<file path="config.mk">
export PLATFORM = sky130hd
export DESIGN_NAME = bus_pin_mux
export DESIGN_NICKNAME = d
export VERILOG_FILES = /design/src/logic/bus_pin_pkg.sv /design/src/logic/bus_pin_mux.sv /design/src/logic/pin_drive.sv /design/src/logic/sync2.sv
export SDC_FILE = /design/constraint.sdc
export NUM_CORES = 1
export LEC_CHECK = 0
export BUFFER_PORTS_ARGS = -buffer_cell sky130_fd_sc_hd__buf_2
export CAP_MARGIN = 20
export CORE_MARGIN = 10
export CORE_UTILIZATION = 35
export DETAILED_ROUTE_END_ITERATION = 12
export PLACE_DENSITY_LB_ADDON = 0.08
export RECOVER_POWER = 100
export SETUP_SLACK_MARGIN = 0.4
export SLEW_MARGIN = 20
export SYNTH_ARGS = -nofsm -noshare
export SYNTH_HDL_FRONTEND = slang
export SYNTH_SLANG_ARGS = --single-unit
</file>
<file path="constraint.sdc">
create_clock -name clk_sys -period 7.6 [get_ports clk_sys]
set_input_delay 2.28 -clock clk_sys [delete_from_list [all_inputs] [get_ports clk_sys]]
set_output_delay 2.28 -clock clk_sys [all_outputs]
set_load 0.01 [all_outputs]
</file>
<file path="src/logic/bus_pin_pkg.sv">
package bus_pin_pkg;
    // operating mode field and the all-zero pattern that selects nothing
    localparam int          MODE_W         = 3;
    localparam logic [2:0]  MODE_NONE      = 3'h0;
    localparam logic [2:0]  MODE_1         = 3'h1;
    localparam logic [2:0]  MODE_2         = 3'h2;
    localparam logic [2:0]  MODE_3         = 3'h3;
    localparam logic [2:0]  MODE_4         = 3'h4;
    localparam logic [2:0]  MODE_5         = 3'h5;
    localparam logic [2:0]  MODE_6         = 3'h6;
    localparam logic [2:0]  MODE_7         = 3'h7;
    // cycles after reset release before the synchronised mode pins are trusted
    localparam logic [1:0]  MODE_CAP_WAIT  = 2'h2;
    // strobe vector bit positions
    localparam int          CTL_W          = 9;
    localparam int          CTL_AS         = 0;
    localparam int          CTL_RD         = 1;
    localparam int          CTL_HWR        = 2;
    localparam int          CTL_LWR        = 3;
    localparam int          CTL_CS0        = 4;
    localparam int          CTL_CS3        = 7;
    localparam int          CTL_REFRESH_CYCLE_FLAG       = 8;
    // resting levels: every low-active strobe high, refresh flag low
    localparam logic [8:0]  STROBE_IDLE    = 9'h0ff;
    localparam logic [1:0]  AREA_DRAM      = 2'h3;
    localparam int          ADDR_W         = 24;
    localparam int          DATA_W         = 16;

    typedef enum logic [2:0] {
        ST_IDLE,
        ST_T1,
        ST_T2,
        ST_TW,
        ST_REL
    } bus_state_t;
endpackage : bus_pin_pkg

</file>
<file path="src/logic/bus_pin_mux.sv">
module bus_pin_mux (
    input  wire logic        clk_sys,
    input  wire logic        nrst,
    input  wire logic [2:0]  mode_pin,
    input  wire logic        standby_force_n,
    input  wire logic        bus_request_in,
    input  wire logic        wait_req_n,
    input  wire logic [15:0] data_in,
    input  wire logic        int_req,
    input  wire logic        int_write,
    input  wire logic        int_hi_byte,
    input  wire logic        int_lo_byte,
    input  wire logic        int_refresh,
    input  wire logic [1:0]  int_area,
    input  wire logic [23:0] int_addr,
    input  wire logic [15:0] int_wdata,
    input  wire logic        dram_area3_en,
    input  wire logic        dual_column_strobe_dram,
    input  wire logic        sw_low_byte_wr,
    input  wire logic        sw_low_byte_bus,
    input  wire logic [7:0]  shared_low_byte_port_out,
    input  wire logic [7:0]  shared_low_byte_port_oe,
    input  wire logic [8:0]  ctl_port_out,
    input  wire logic [8:0]  ctl_port_oe,
    output logic             int_ready,
    output logic             int_ack,
    output logic [15:0]      int_rdata,
    output logic [2:0]       mode_now,
    output logic             mode_valid,
    output logic             low_byte_is_bus,
    output logic             hw_standby,
    output logic             bus_grant_ack_n,
    output logic             address_strobe_n,
    output logic             read_strobe_n,
    output logic             upper_write_strobe_n,
    output logic             lower_write_strobe_n,
    output logic [3:0]       area_select_n,
    output logic             refresh_cycle_flag,
    output logic [8:0]       ctl_pin_oe,
    output logic [23:0]      addr_out,
    output logic             addr_oe,
    output logic [15:0]      data_out,
    output logic [15:0]      data_oe
);
    typedef struct packed {
        bus_pin_pkg::bus_state_t st;
        logic [2:0]              mode;
        logic                    captured;
        logic [1:0]              cap_cnt;
        logic                    low_bus;
        logic                    ack;
        logic [15:0]             rdata;
        logic [23:0]             addr;
        logic [15:0]             wdata;
        logic                    write;
        logic                    hi;
        logic                    lo;
        logic                    refresh;
        logic [1:0]              area;
        logic                    dram;
        logic                    dual_cas;
        logic [8:0]              strobe;
    } ctl_state_t;
    ctl_state_t  st_reg;
    ctl_state_t  st_next;
    logic [2:0]  mode_sync;
    logic        standby_sync_n;
    logic        bus_request_in_sync;
    logic        wait_sync_n;
    logic [15:0] data_sync;
    logic        ext_mode;
    logic        ctl_bus_fn;
    logic        granted;
    logic        busy;
    logic [8:0]  ctl_bus_val;
    logic [15:0] data_bus_oe;
    logic [7:0]  low_pin_out;
    logic [7:0]  low_pin_oe;
    // all pins from outside pass two flops before any logic reads them
    sync2 #(.W(3)) u_sync_mode (
        .clk_sys  (clk_sys),
        .nrst     (nrst),
        .async_in (mode_pin),
        .rst_val  (bus_pin_pkg::MODE_NONE),
        .sync_out (mode_sync)
    );
    sync2 #(.W(3)) u_sync_ctl (
        .clk_sys  (clk_sys),
        .nrst     (nrst),
        .async_in ({standby_force_n, bus_request_in, wait_req_n}),
        .rst_val  (3'h5),
        .sync_out ({standby_sync_n, bus_request_in_sync, wait_sync_n})
    );
    sync2 #(.W(16)) u_sync_data (
        .clk_sys  (clk_sys),
        .nrst     (nrst),
        .async_in (data_in),
        .rst_val  (16'h0000),
        .sync_out (data_sync)
    );
    // strobe levels for a given bus phase; DRAM in area 3 reuses the pins
    function automatic logic [8:0] strobes_of(input ctl_state_t s);
        logic [8:0] v;
        logic       act;
        logic       late;
        logic       cas;
        v    = bus_pin_pkg::STROBE_IDLE;
        act  = (s.st == bus_pin_pkg::ST_T1) || (s.st == bus_pin_pkg::ST_T2)
            || (s.st == bus_pin_pkg::ST_TW);
        late = (s.st == bus_pin_pkg::ST_T2) || (s.st == bus_pin_pkg::ST_TW);
        cas  = s.refresh ? act : late; // refresh runs column before row
        if (act) begin
            v[bus_pin_pkg::CTL_AS]   = s.refresh;
            v[bus_pin_pkg::CTL_REFRESH_CYCLE_FLAG] = s.refresh;
            if (!s.dram) begin
                if (!s.refresh) begin
                    v[bus_pin_pkg::CTL_CS0 + 32'(s.area)] = 1'b0;
                    v[bus_pin_pkg::CTL_RD]  = s.write;
                    v[bus_pin_pkg::CTL_HWR] = !(late && s.write && s.hi);
                    v[bus_pin_pkg::CTL_LWR] = !(late && s.write && s.lo);
                end
            end else begin
                v[bus_pin_pkg::CTL_CS3] = s.refresh ? !late : 1'b0;
                if (!s.dual_cas) begin
                    v[bus_pin_pkg::CTL_RD]  = !cas;
                    v[bus_pin_pkg::CTL_HWR] = !(!s.refresh && s.write && s.hi);
                    v[bus_pin_pkg::CTL_LWR] = !(!s.refresh && s.write && s.lo);
                end else begin
                    v[bus_pin_pkg::CTL_RD]  = !(!s.refresh && s.write);
                    v[bus_pin_pkg::CTL_HWR] = !(cas && (s.refresh || s.hi));
                    v[bus_pin_pkg::CTL_LWR] = !(cas && (s.refresh || s.lo));
                end
            end
        end
        return v;
    endfunction : strobes_of
    // modes 1..5 run external cycles; 6, 7 are single chip, 0 is no mode
    assign ext_mode   = st_reg.captured && (st_reg.mode != bus_pin_pkg::MODE_NONE)
                     && (st_reg.mode < bus_pin_pkg::MODE_6);
    assign ctl_bus_fn = !st_reg.captured || ext_mode;
    assign granted    = (st_reg.st == bus_pin_pkg::ST_REL);
    assign busy       = (st_reg.st == bus_pin_pkg::ST_T1) || (st_reg.st == bus_pin_pkg::ST_T2)
                     || (st_reg.st == bus_pin_pkg::ST_TW);
    assign int_ready  = ext_mode && standby_sync_n && (st_reg.st == bus_pin_pkg::ST_IDLE)
                     && !bus_request_in_sync;
    // next state: mode capture, low-byte function, bus cycle sequencer
    always_comb begin
        st_next     = st_reg;
        st_next.ack = 1'b0;
        // mode pins are a strap: taken once, after the synchronisers settle
        if (!st_reg.captured) begin
            if (st_reg.cap_cnt == bus_pin_pkg::MODE_CAP_WAIT) begin
                st_next.captured = 1'b1;
                st_next.mode     = mode_sync;
                st_next.low_bus  = (mode_sync == bus_pin_pkg::MODE_2)
                                || (mode_sync == bus_pin_pkg::MODE_4);
            end else begin
                st_next.cap_cnt = st_reg.cap_cnt + 2'h1;
            end
        end else if (sw_low_byte_wr && ext_mode) begin
            st_next.low_bus = sw_low_byte_bus;
        end
        case (st_reg.st)
            bus_pin_pkg::ST_IDLE: begin
                if (!standby_sync_n || !ext_mode) begin
                    st_next.st = bus_pin_pkg::ST_IDLE;
                end else if (bus_request_in_sync) begin
                    st_next.st = bus_pin_pkg::ST_REL;
                end else if (int_req) begin
                    st_next.st       = bus_pin_pkg::ST_T1;
                    st_next.addr     = int_addr;
                    st_next.wdata    = int_wdata;
                    st_next.write    = int_write && !int_refresh;
                    st_next.hi       = int_hi_byte;
                    st_next.lo       = int_lo_byte;
                    st_next.refresh  = int_refresh;
                    st_next.area     = int_area;
                    st_next.dram     = dram_area3_en && (int_refresh
                                    || (int_area == bus_pin_pkg::AREA_DRAM));
                    st_next.dual_cas = dual_column_strobe_dram;
                end
            end
            bus_pin_pkg::ST_T1: begin
                st_next.st = bus_pin_pkg::ST_T2;
            end
            bus_pin_pkg::ST_T2, bus_pin_pkg::ST_TW: begin
                // wait is sampled each late state; the cycle ends once it is high
                if (!wait_sync_n) begin
                    st_next.st = bus_pin_pkg::ST_TW;
                end else begin
                    st_next.st    = bus_pin_pkg::ST_IDLE;
                    st_next.ack   = 1'b1;
                    st_next.rdata = st_reg.write ? st_reg.rdata : data_sync;
                end
            end
            bus_pin_pkg::ST_REL: begin
                if (!bus_request_in_sync || !standby_sync_n) begin
                    st_next.st = bus_pin_pkg::ST_IDLE;
                end
            end
            default: begin
                st_next.st = bus_pin_pkg::ST_IDLE;
            end
        endcase
        // standby drops any cycle in flight; its strobes return to rest
        if (!standby_sync_n) begin
            st_next.st = bus_pin_pkg::ST_IDLE;
        end
        st_next.strobe = strobes_of(st_next);
    end
    // whole state in one register; reset is constants only
    always_ff @(posedge clk_sys or negedge nrst) begin
        if (!nrst) begin
            st_reg        <= '0;
            st_reg.st     <= bus_pin_pkg::ST_IDLE;
            st_reg.strobe <= bus_pin_pkg::STROBE_IDLE;
        end else begin
            st_reg <= st_next;
        end
    end
    // strobes are driven in modes 1..5 and before capture, except in standby or while an outside master owns the bus
    pin_drive #(.W(9)) u_ctl_pins (
        .bus_fn   (ctl_bus_fn),
        .standby  (!standby_sync_n),
        .bus_val  (st_reg.strobe),
        .bus_oe   ({9{!granted}}),
        .port_val (ctl_port_out),
        .port_oe  (ctl_port_oe),
        .pin_out  (ctl_bus_val),
        .pin_oe   (ctl_pin_oe)
    );
    assign address_strobe_n     = ctl_bus_val[bus_pin_pkg::CTL_AS];
    assign read_strobe_n        = ctl_bus_val[bus_pin_pkg::CTL_RD];
    assign upper_write_strobe_n = ctl_bus_val[bus_pin_pkg::CTL_HWR];
    assign lower_write_strobe_n = ctl_bus_val[bus_pin_pkg::CTL_LWR];
    assign area_select_n        = ctl_bus_val[bus_pin_pkg::CTL_CS3:bus_pin_pkg::CTL_CS0];
    assign refresh_cycle_flag   = ctl_bus_val[bus_pin_pkg::CTL_REFRESH_CYCLE_FLAG];
    // write data lanes; lower lane only when the shared byte is on the bus
    assign data_bus_oe = {{8{busy && st_reg.write && st_reg.hi}},
                          {8{busy && st_reg.write && st_reg.lo}}};
    pin_drive #(.W(8)) u_low_pins (
        .bus_fn   (ext_mode && st_reg.low_bus),
        .standby  (!standby_sync_n),
        .bus_val  (st_reg.wdata[7:0]),
        .bus_oe   (data_bus_oe[7:0]),
        .port_val (shared_low_byte_port_out),
        .port_oe  (shared_low_byte_port_oe),
        .pin_out  (low_pin_out),
        .pin_oe   (low_pin_oe)
    );
    assign data_out        = {st_reg.wdata[15:8], low_pin_out};
    assign data_oe         = {(standby_sync_n && ext_mode) ? data_bus_oe[15:8] : 8'h00,
                              low_pin_oe};
    assign addr_out        = st_reg.addr;
    assign addr_oe         = ext_mode && standby_sync_n && !granted;
    assign bus_grant_ack_n = !granted;
    assign int_ack         = st_reg.ack;
    assign int_rdata       = st_reg.rdata;
    assign mode_now        = st_reg.mode;
    assign mode_valid      = st_reg.captured && (st_reg.mode != bus_pin_pkg::MODE_NONE);
    assign low_byte_is_bus = st_reg.low_bus;
    assign hw_standby      = !standby_sync_n;
endmodule : bus_pin_mux

</file>
<file path="src/logic/pin_drive.sv">
module pin_drive #(
    parameter int W = 1
) (
    input  wire logic         bus_fn,
    input  wire logic         standby,
    input  wire logic [W-1:0] bus_val,
    input  wire logic [W-1:0] bus_oe,
    input  wire logic [W-1:0] port_val,
    input  wire logic [W-1:0] port_oe,
    output logic      [W-1:0] pin_out,
    output logic      [W-1:0] pin_oe
);
    // a pin serves either the bus or the port; standby floats everything
    assign pin_out = bus_fn ? bus_val : port_val;
    assign pin_oe  = standby ? '0 : (bus_fn ? bus_oe : port_oe);
endmodule : pin_drive

</file>
<file path="src/logic/sync2.sv">
module sync2 #(
    parameter int W = 1
) (
    input  wire logic         clk_sys,
    input  wire logic         nrst,
    input  wire logic [W-1:0] async_in,
    input  wire logic [W-1:0] rst_val,
    output logic      [W-1:0] sync_out
);
    logic [W-1:0] meta_reg;
    logic [W-1:0] sync_reg;
    logic         init_reg;

    // rst_val is loaded by the clock after release, never by the async reset itself
    always_ff @(posedge clk_sys or negedge nrst) begin
        if (!nrst) begin
            meta_reg <= '0;
            sync_reg <= '0;
            init_reg <= 1'b0;
        end else begin
            init_reg <= 1'b1;
            meta_reg <= async_in;
            sync_reg <= init_reg ? meta_reg : rst_val;
        end
    end

    // until the first clock after release the output shows rst_val, so a held
    // reset reads as the idle pin level instead of all zeros
    assign sync_out = init_reg ? sync_reg : rst_val;
endmodule : sync2

</file>
[Yosys cells after proc, flatten, opt, wreduce, memory -nomap -nowiden]
Index checks and enable logic that the tools add are counted.
Storage, ports and cells
  word-level logic and storage cells: 152
  flip-flop bits (word level): 129
  input bits: 109
  output and inout port bits: 100
Cells by class
  $lt $le $gt $ge: 3
  muxes and demuxes: 45
  reductions and logical operators: 59
  equality and inequality tests: 12
  add/sub/neg operators: 2
  bitwise gates (word level): 7
Operators with widths (count)
  8-bit two-way mux: 8
  16-bit two-way mux: 3
  9-bit two-way mux: 5
  3-bit two-way mux: 13
  17-bit two-way mux: 2
  1-bit logical AND: 22
  1-bit logical NOT: 16
  3-bit by 2-bit equality test with 1-bit output, second input constant: 5
  1-bit logical OR: 12
  3-bit case mux with 4 select lines: 1
  1-bit two-way mux: 10
  9-bit bitwise AND: 1
  9-bit NOT: 1
  3-bit by 1-bit equality test with 1-bit output, second input constant: 2
  3-bit equality test, second input constant: 2
  2-bit AND reduction: 3
  4-bit by 5-bit < comparator with 1-bit output, second input constant: 1
  1-bit NOT: 5
  3-bit by 2-bit adder with 4-bit output, first input constant: 1
  1-bit demux with 4-bit select: 1
  2-bit equality test, second input constant: 2
  4-bit by 1-bit greater-or-equal comparator with 1-bit output, second input constant: 1
  2-bit two-way mux: 2
  4-bit AND reduction: 1
  8 further kinds: 8

[Longest topological paths before layout]
  depth after elaboration: 17
  gate-level depth with buffers: 10
  gate-level depth less buffers: 7

[Cells and area by module]
A second synthesis with hierarchy kept.
Unflattened totals
  cells, all modules: 565
  area, all modules: 6412.4 µm²
By module, submodules not included
  bus_pin_mux: sequential area each 2112.0 µm², times used 1, cells an instance 408, area an instance 3971.3 µm²
  sync2 at u_sync_data: sequential area each 825.8 µm², times used 1, cells an instance 70, area an instance 1373.8 µm²
  sync2 at u_sync_ctl ...: sequential area each 175.2 µm², times used 2, cells an instance 15, area an instance 280.3 µm²
  pin_drive at u_ctl_pins: sequential area each 0.0 µm², times used 1, cells an instance 30, area an instance 264.0 µm²
  pin_drive at u_low_pins: sequential area each 0.0 µm², times used 1, cells an instance 27, area an instance 242.7 µm²

[Worst setup path after synthesis]
OpenSTA, ideal clock, no wires.
  path type: input -> output
  start: input port ctl_port_out[0]
  end: output port address_strobe_n
  buffers on the path: 0
  setup slack: 2.768 ns
  stages: 1
  data required time: 5.320 ns
  arrival: 2.552 ns
  cell sequence: mux2_2
On the way
  longest elaborated chain between the ends: 1
RTL lines
  from (decl): RTL line bus_pin_mux.sv:23  | input wire logic [8:0] ctl_port_out,
  9-bit two-way mux: RTL line pin_drive.sv:14  | assign pin_out = bus_fn ? bus_val : port_val;
  to (decl): RTL line bus_pin_mux.sv:33  | output logic address_strobe_n,
No other way between the ends.

==> impl_metrics.csv <==
group,metric,value,unit
route,antenna_left,0,
power,leakage,3.382,nW
layout,n_fill_cell,1643,
setup_path,crit_path_max_fanout,46,
route,routed_via_density,4.446,
sta,rsz0062_at_grt,"false",
yosys,syn-cell-area,0.005649,mm²
floorplanning,start_util,35.69,%
clock_tree,cts.sinks,129,
yosys,yosys_register_bits,129,
clock_tree,cts_buffers,17,
sta,finalHoldViolations,0,
power,ir_drop,150.3,µV
layout,drive_gt1_share,23.28,%
route,drt-pass1-iter-count,4,
power,total_power,2.051,mW
global_route,grt_pass1_vias,4543,
yosys,synth_ff_type,"dfrtp_1",
clock_tree,cts_tree,"done",
floorplanning,chipHeight,147.0,µm
global_route,antenna_found_initial,3,
hold_path,hold_path.class,"reg2reg",
setup_path,cp.arrival,2.95,ns
sta,setup_tns,0,ns
yosys,synth_top_family_by_area,"simple AND/OR/NAND/NOR gates",
placed_design,numPortBuffers,208,
floorplanning,top_level_ports,209,
setup_path,crit_type,"reg2out",
yosys,synthesis.nets,677,
clock_tree,insertion_delay,0.41,ns
route,drc,0,
placed_design,hpwl,10720,µm
run,cap_violations,3,
sta,clock_skew,0.008155,ns
setup_path,crit_path_end_kind,"output port",
layout,largest_register_ffs,31,
clock_tree,cts.path.max_buffers,2,
power,p_sw,599.1,µW
power,power.internal,1.452,mW
layout,stdcell_count,942,
yosys,synth_cells,567,
sta,setup_viol,0,
run_status,failed_checks,"max-capacitance violations, max-slew violations",
global_route,track_usage,13.75,%
layout,diodes,0,
sta,fin_crit,5.228,ns
clock_tree,cts_resized,0,
route,wire_per_inst,15.66,µm
setup_path,cp_data_required_time,5.32,ns
route,drt_iter0_drc,246,
sta,fmax,191.3,MHz
route,vias,4188,
global_route,grt_pass1_wl,23940,µm
clock_tree,cts-hold-fix-buffers,0,
clock_tree,cts-root-buf,"clkbuf_16",
yosys,synth_edf_count,0,
yosys,synth-xor-area-share,0.3101,%
power,power.density_cell_area,298.5,mW/mm²
route,met3_wirelength,1339,µm
clock_tree,post_cts_buffers,0,
sta,worst_pin_slew,2.794,ns
placed_design,gp_congestion,0.7994,
floorplanning,die_area,0.02162,mm²
power,clkPwrFrac,39.5,%
yosys,yosys_warnings,0,
layout,area_growth,21.59,%
route,wl,14750,µm
yosys,synthMuxAreaShare,3.810,%
yosys,async_flop_share,100.0,%
sta,slew_violations,157,
power,netSwitchingFraction,29.22,%
route,routed-wl-met2,6916,µm
layout,nNetsFinal,823,
global_route,grt.overflow.total,0,
yosys,seq_area_frac_synth,57.32,%
power,p_comb_share,18.0,%
yosys,synthAdderAreaFrac,0.2215,%
power,power_frac_seq,42.5,%
yosys,synth_compound_area_share,5.736,%
global_route,grt_max_degree,78,
yosys,netlist-cell-type-count,49,
setup_path,start_kind,"flop",
placed_design,place_inst,909,
layout,fin_util,43.40,%
clock_tree,cts_max_level,4,
sta,relSlewSlack,-86.30,%
sta,post-route-period-util,68.79,%
yosys,synth_area_per_cell,9.963,µm²
floorplanning,rows,46,
floorplanning,fp.dieW,147.0,µm
floorplanning,core,0.01583,mm²
route,wl_met1,6310,µm
yosys,synthSimpleGateAreaFrac,22.08,%
route,top_layer,"met5",
run_status,status,"finished, violations left",
clock_tree,path_clk_slew,0.05,ns
==> per-layer routing <==
| metal | global-route usage [%] | vias up |
|---|---|---|
| met3 | 7.064 | 17 |
| li1 | - | 2065 |
| met4 | 4.460 | 4 |
| met2 | 21.53 | 139 |
| met1 | 16.00 | 1963 |
| met5 | 0 | - |
==> worst max-delay path, stage by stage (launching register included) <==
cell and delay [ns]:
dfrtp_1 0.33, clkbuf_1 1.25, a2111oi_0 0.51, and2_0 0.31
buf_2 0.14
==> path summary, 6_finish.rpt <==
check	depth (start not counted)	start	end	slack, ns
min in group asynchronous	1	nrst	addr_out[1]$_DFFE_PN0P_	2.75
max reg2reg	7	u_sync_data.init_reg$_DFF_PN0_	st_reg[4]$_DFF_PN1_	2.46
min	1	u_sync_ctl.meta_reg[0]$_DFF_PN0_	u_sync_ctl.sync_reg[0]$_DFF_PN0_	0.43
max	4	u_sync_data.init_reg$_DFF_PN0_	int_ready	2.37
max in group asynchronous	2	nrst	addr_out[16]$_DFFE_PN0P_	2.69
min reg2reg	1	u_sync_ctl.meta_reg[0]$_DFF_PN0_	u_sync_ctl.sync_reg[0]$_DFF_PN0_	0.43
==> power by group through the flow <==
stage | logic, mW | clock network (mW) | registers (mW)
finish | 0.369 | 0.811 | 0.871
global route | 0.425 | 0.864 | 0.888
CTS | 0.411 | 0.833 | 0.872
detailed placement | 0.410 | 0 | 0.880
global placement | 0.406 | 0 | 0.877
floorplan | 0.326 | 0 | 0.862
==> kinds of logic (layout without fill, tap and decap cells) <==
family / Yosys count / in the layout
muxes: 18 / 18
xor gates and xnor gates: 2 / 2
other: 1 / 1
adders and majority gates: 1 / 1
DFF: 129 / 129
buffers and inverters: 91 / 250
AOI/OAI and AO/OA: 44 / 44
and+or+nand+nor: 281 / 281
==> through the flow <==
stage          instance area (µm²)  hold WS [ns]  setup slack [ns]
4_1_cts                       7019        0.4323             2.479
3_5_place_dp                  6421        0.4194             2.557
3_3_place_gp                  6419        0.4179             2.563
6_report                      6869        0.4287             2.372
5_1_grt                       6869        0.4521             1.745
2_1_floorplan                 5649        0.4084             2.768
==> Yosys cell counts, types with 6 or more instances <==
| library cell | n | area [µm²] |
|---|---|---|
| nand2_1 | 197 | 739.5 |
| dfrtp_1 | 121 | 3028 |
| a21oi_1 | 7 | 35.03 |
| nand3_1 | 21 | 105.1 |
| dfstp_2 | 8 | 210.2 |
| clkbuf_1 | 19 | 71.32 |
| nor2_1 | 6 | 22.52 |
| buf_4 | 58 | 435.4 |
| o21a_1 | 17 | 127.6 |
| o21ai_0 | 6 | 30.03 |
| and2_1 | 24 | 150.1 |
| mux2_2 | 14 | 157.7 |
==> cells in the final DEF, fill, tap and decap left out, types with 4 or more instances in the layout <==
master and count:
mux2_1 5, clkbuf_16 17, nor3_1 5, nand2b_1 5, o21ai_0 6, nor2_1 6
nand3_1 21, clkinv_2 4, inv_1 5, dfstp_2 8, clkbuf_1 100, and2_0 13
buf_2 109, and3_1 4, and2_1 11, dfrtp_1 121, nor2b_1 4, a21oi_1 7
mux2_2 11, o21a_1 17, nand2_1 197
==> cell type report <==
class | count | area, µm² | area share, %
well taps | 216 | 270.3 | 3.934
multi-input cells | 347 | 1779 | 25.90
repair buffers | 211 | 955.9 | 13.92
clock buffers | 20 | 466.7 | 6.794
clock inverters | 12 | 131.4 | 1.913
inverters | 7 | 27.53 | 0.4007
flip-flops and latches | 129 | 3238 | 47.14
Note: power is estimated with default switching activity, not from simulation.
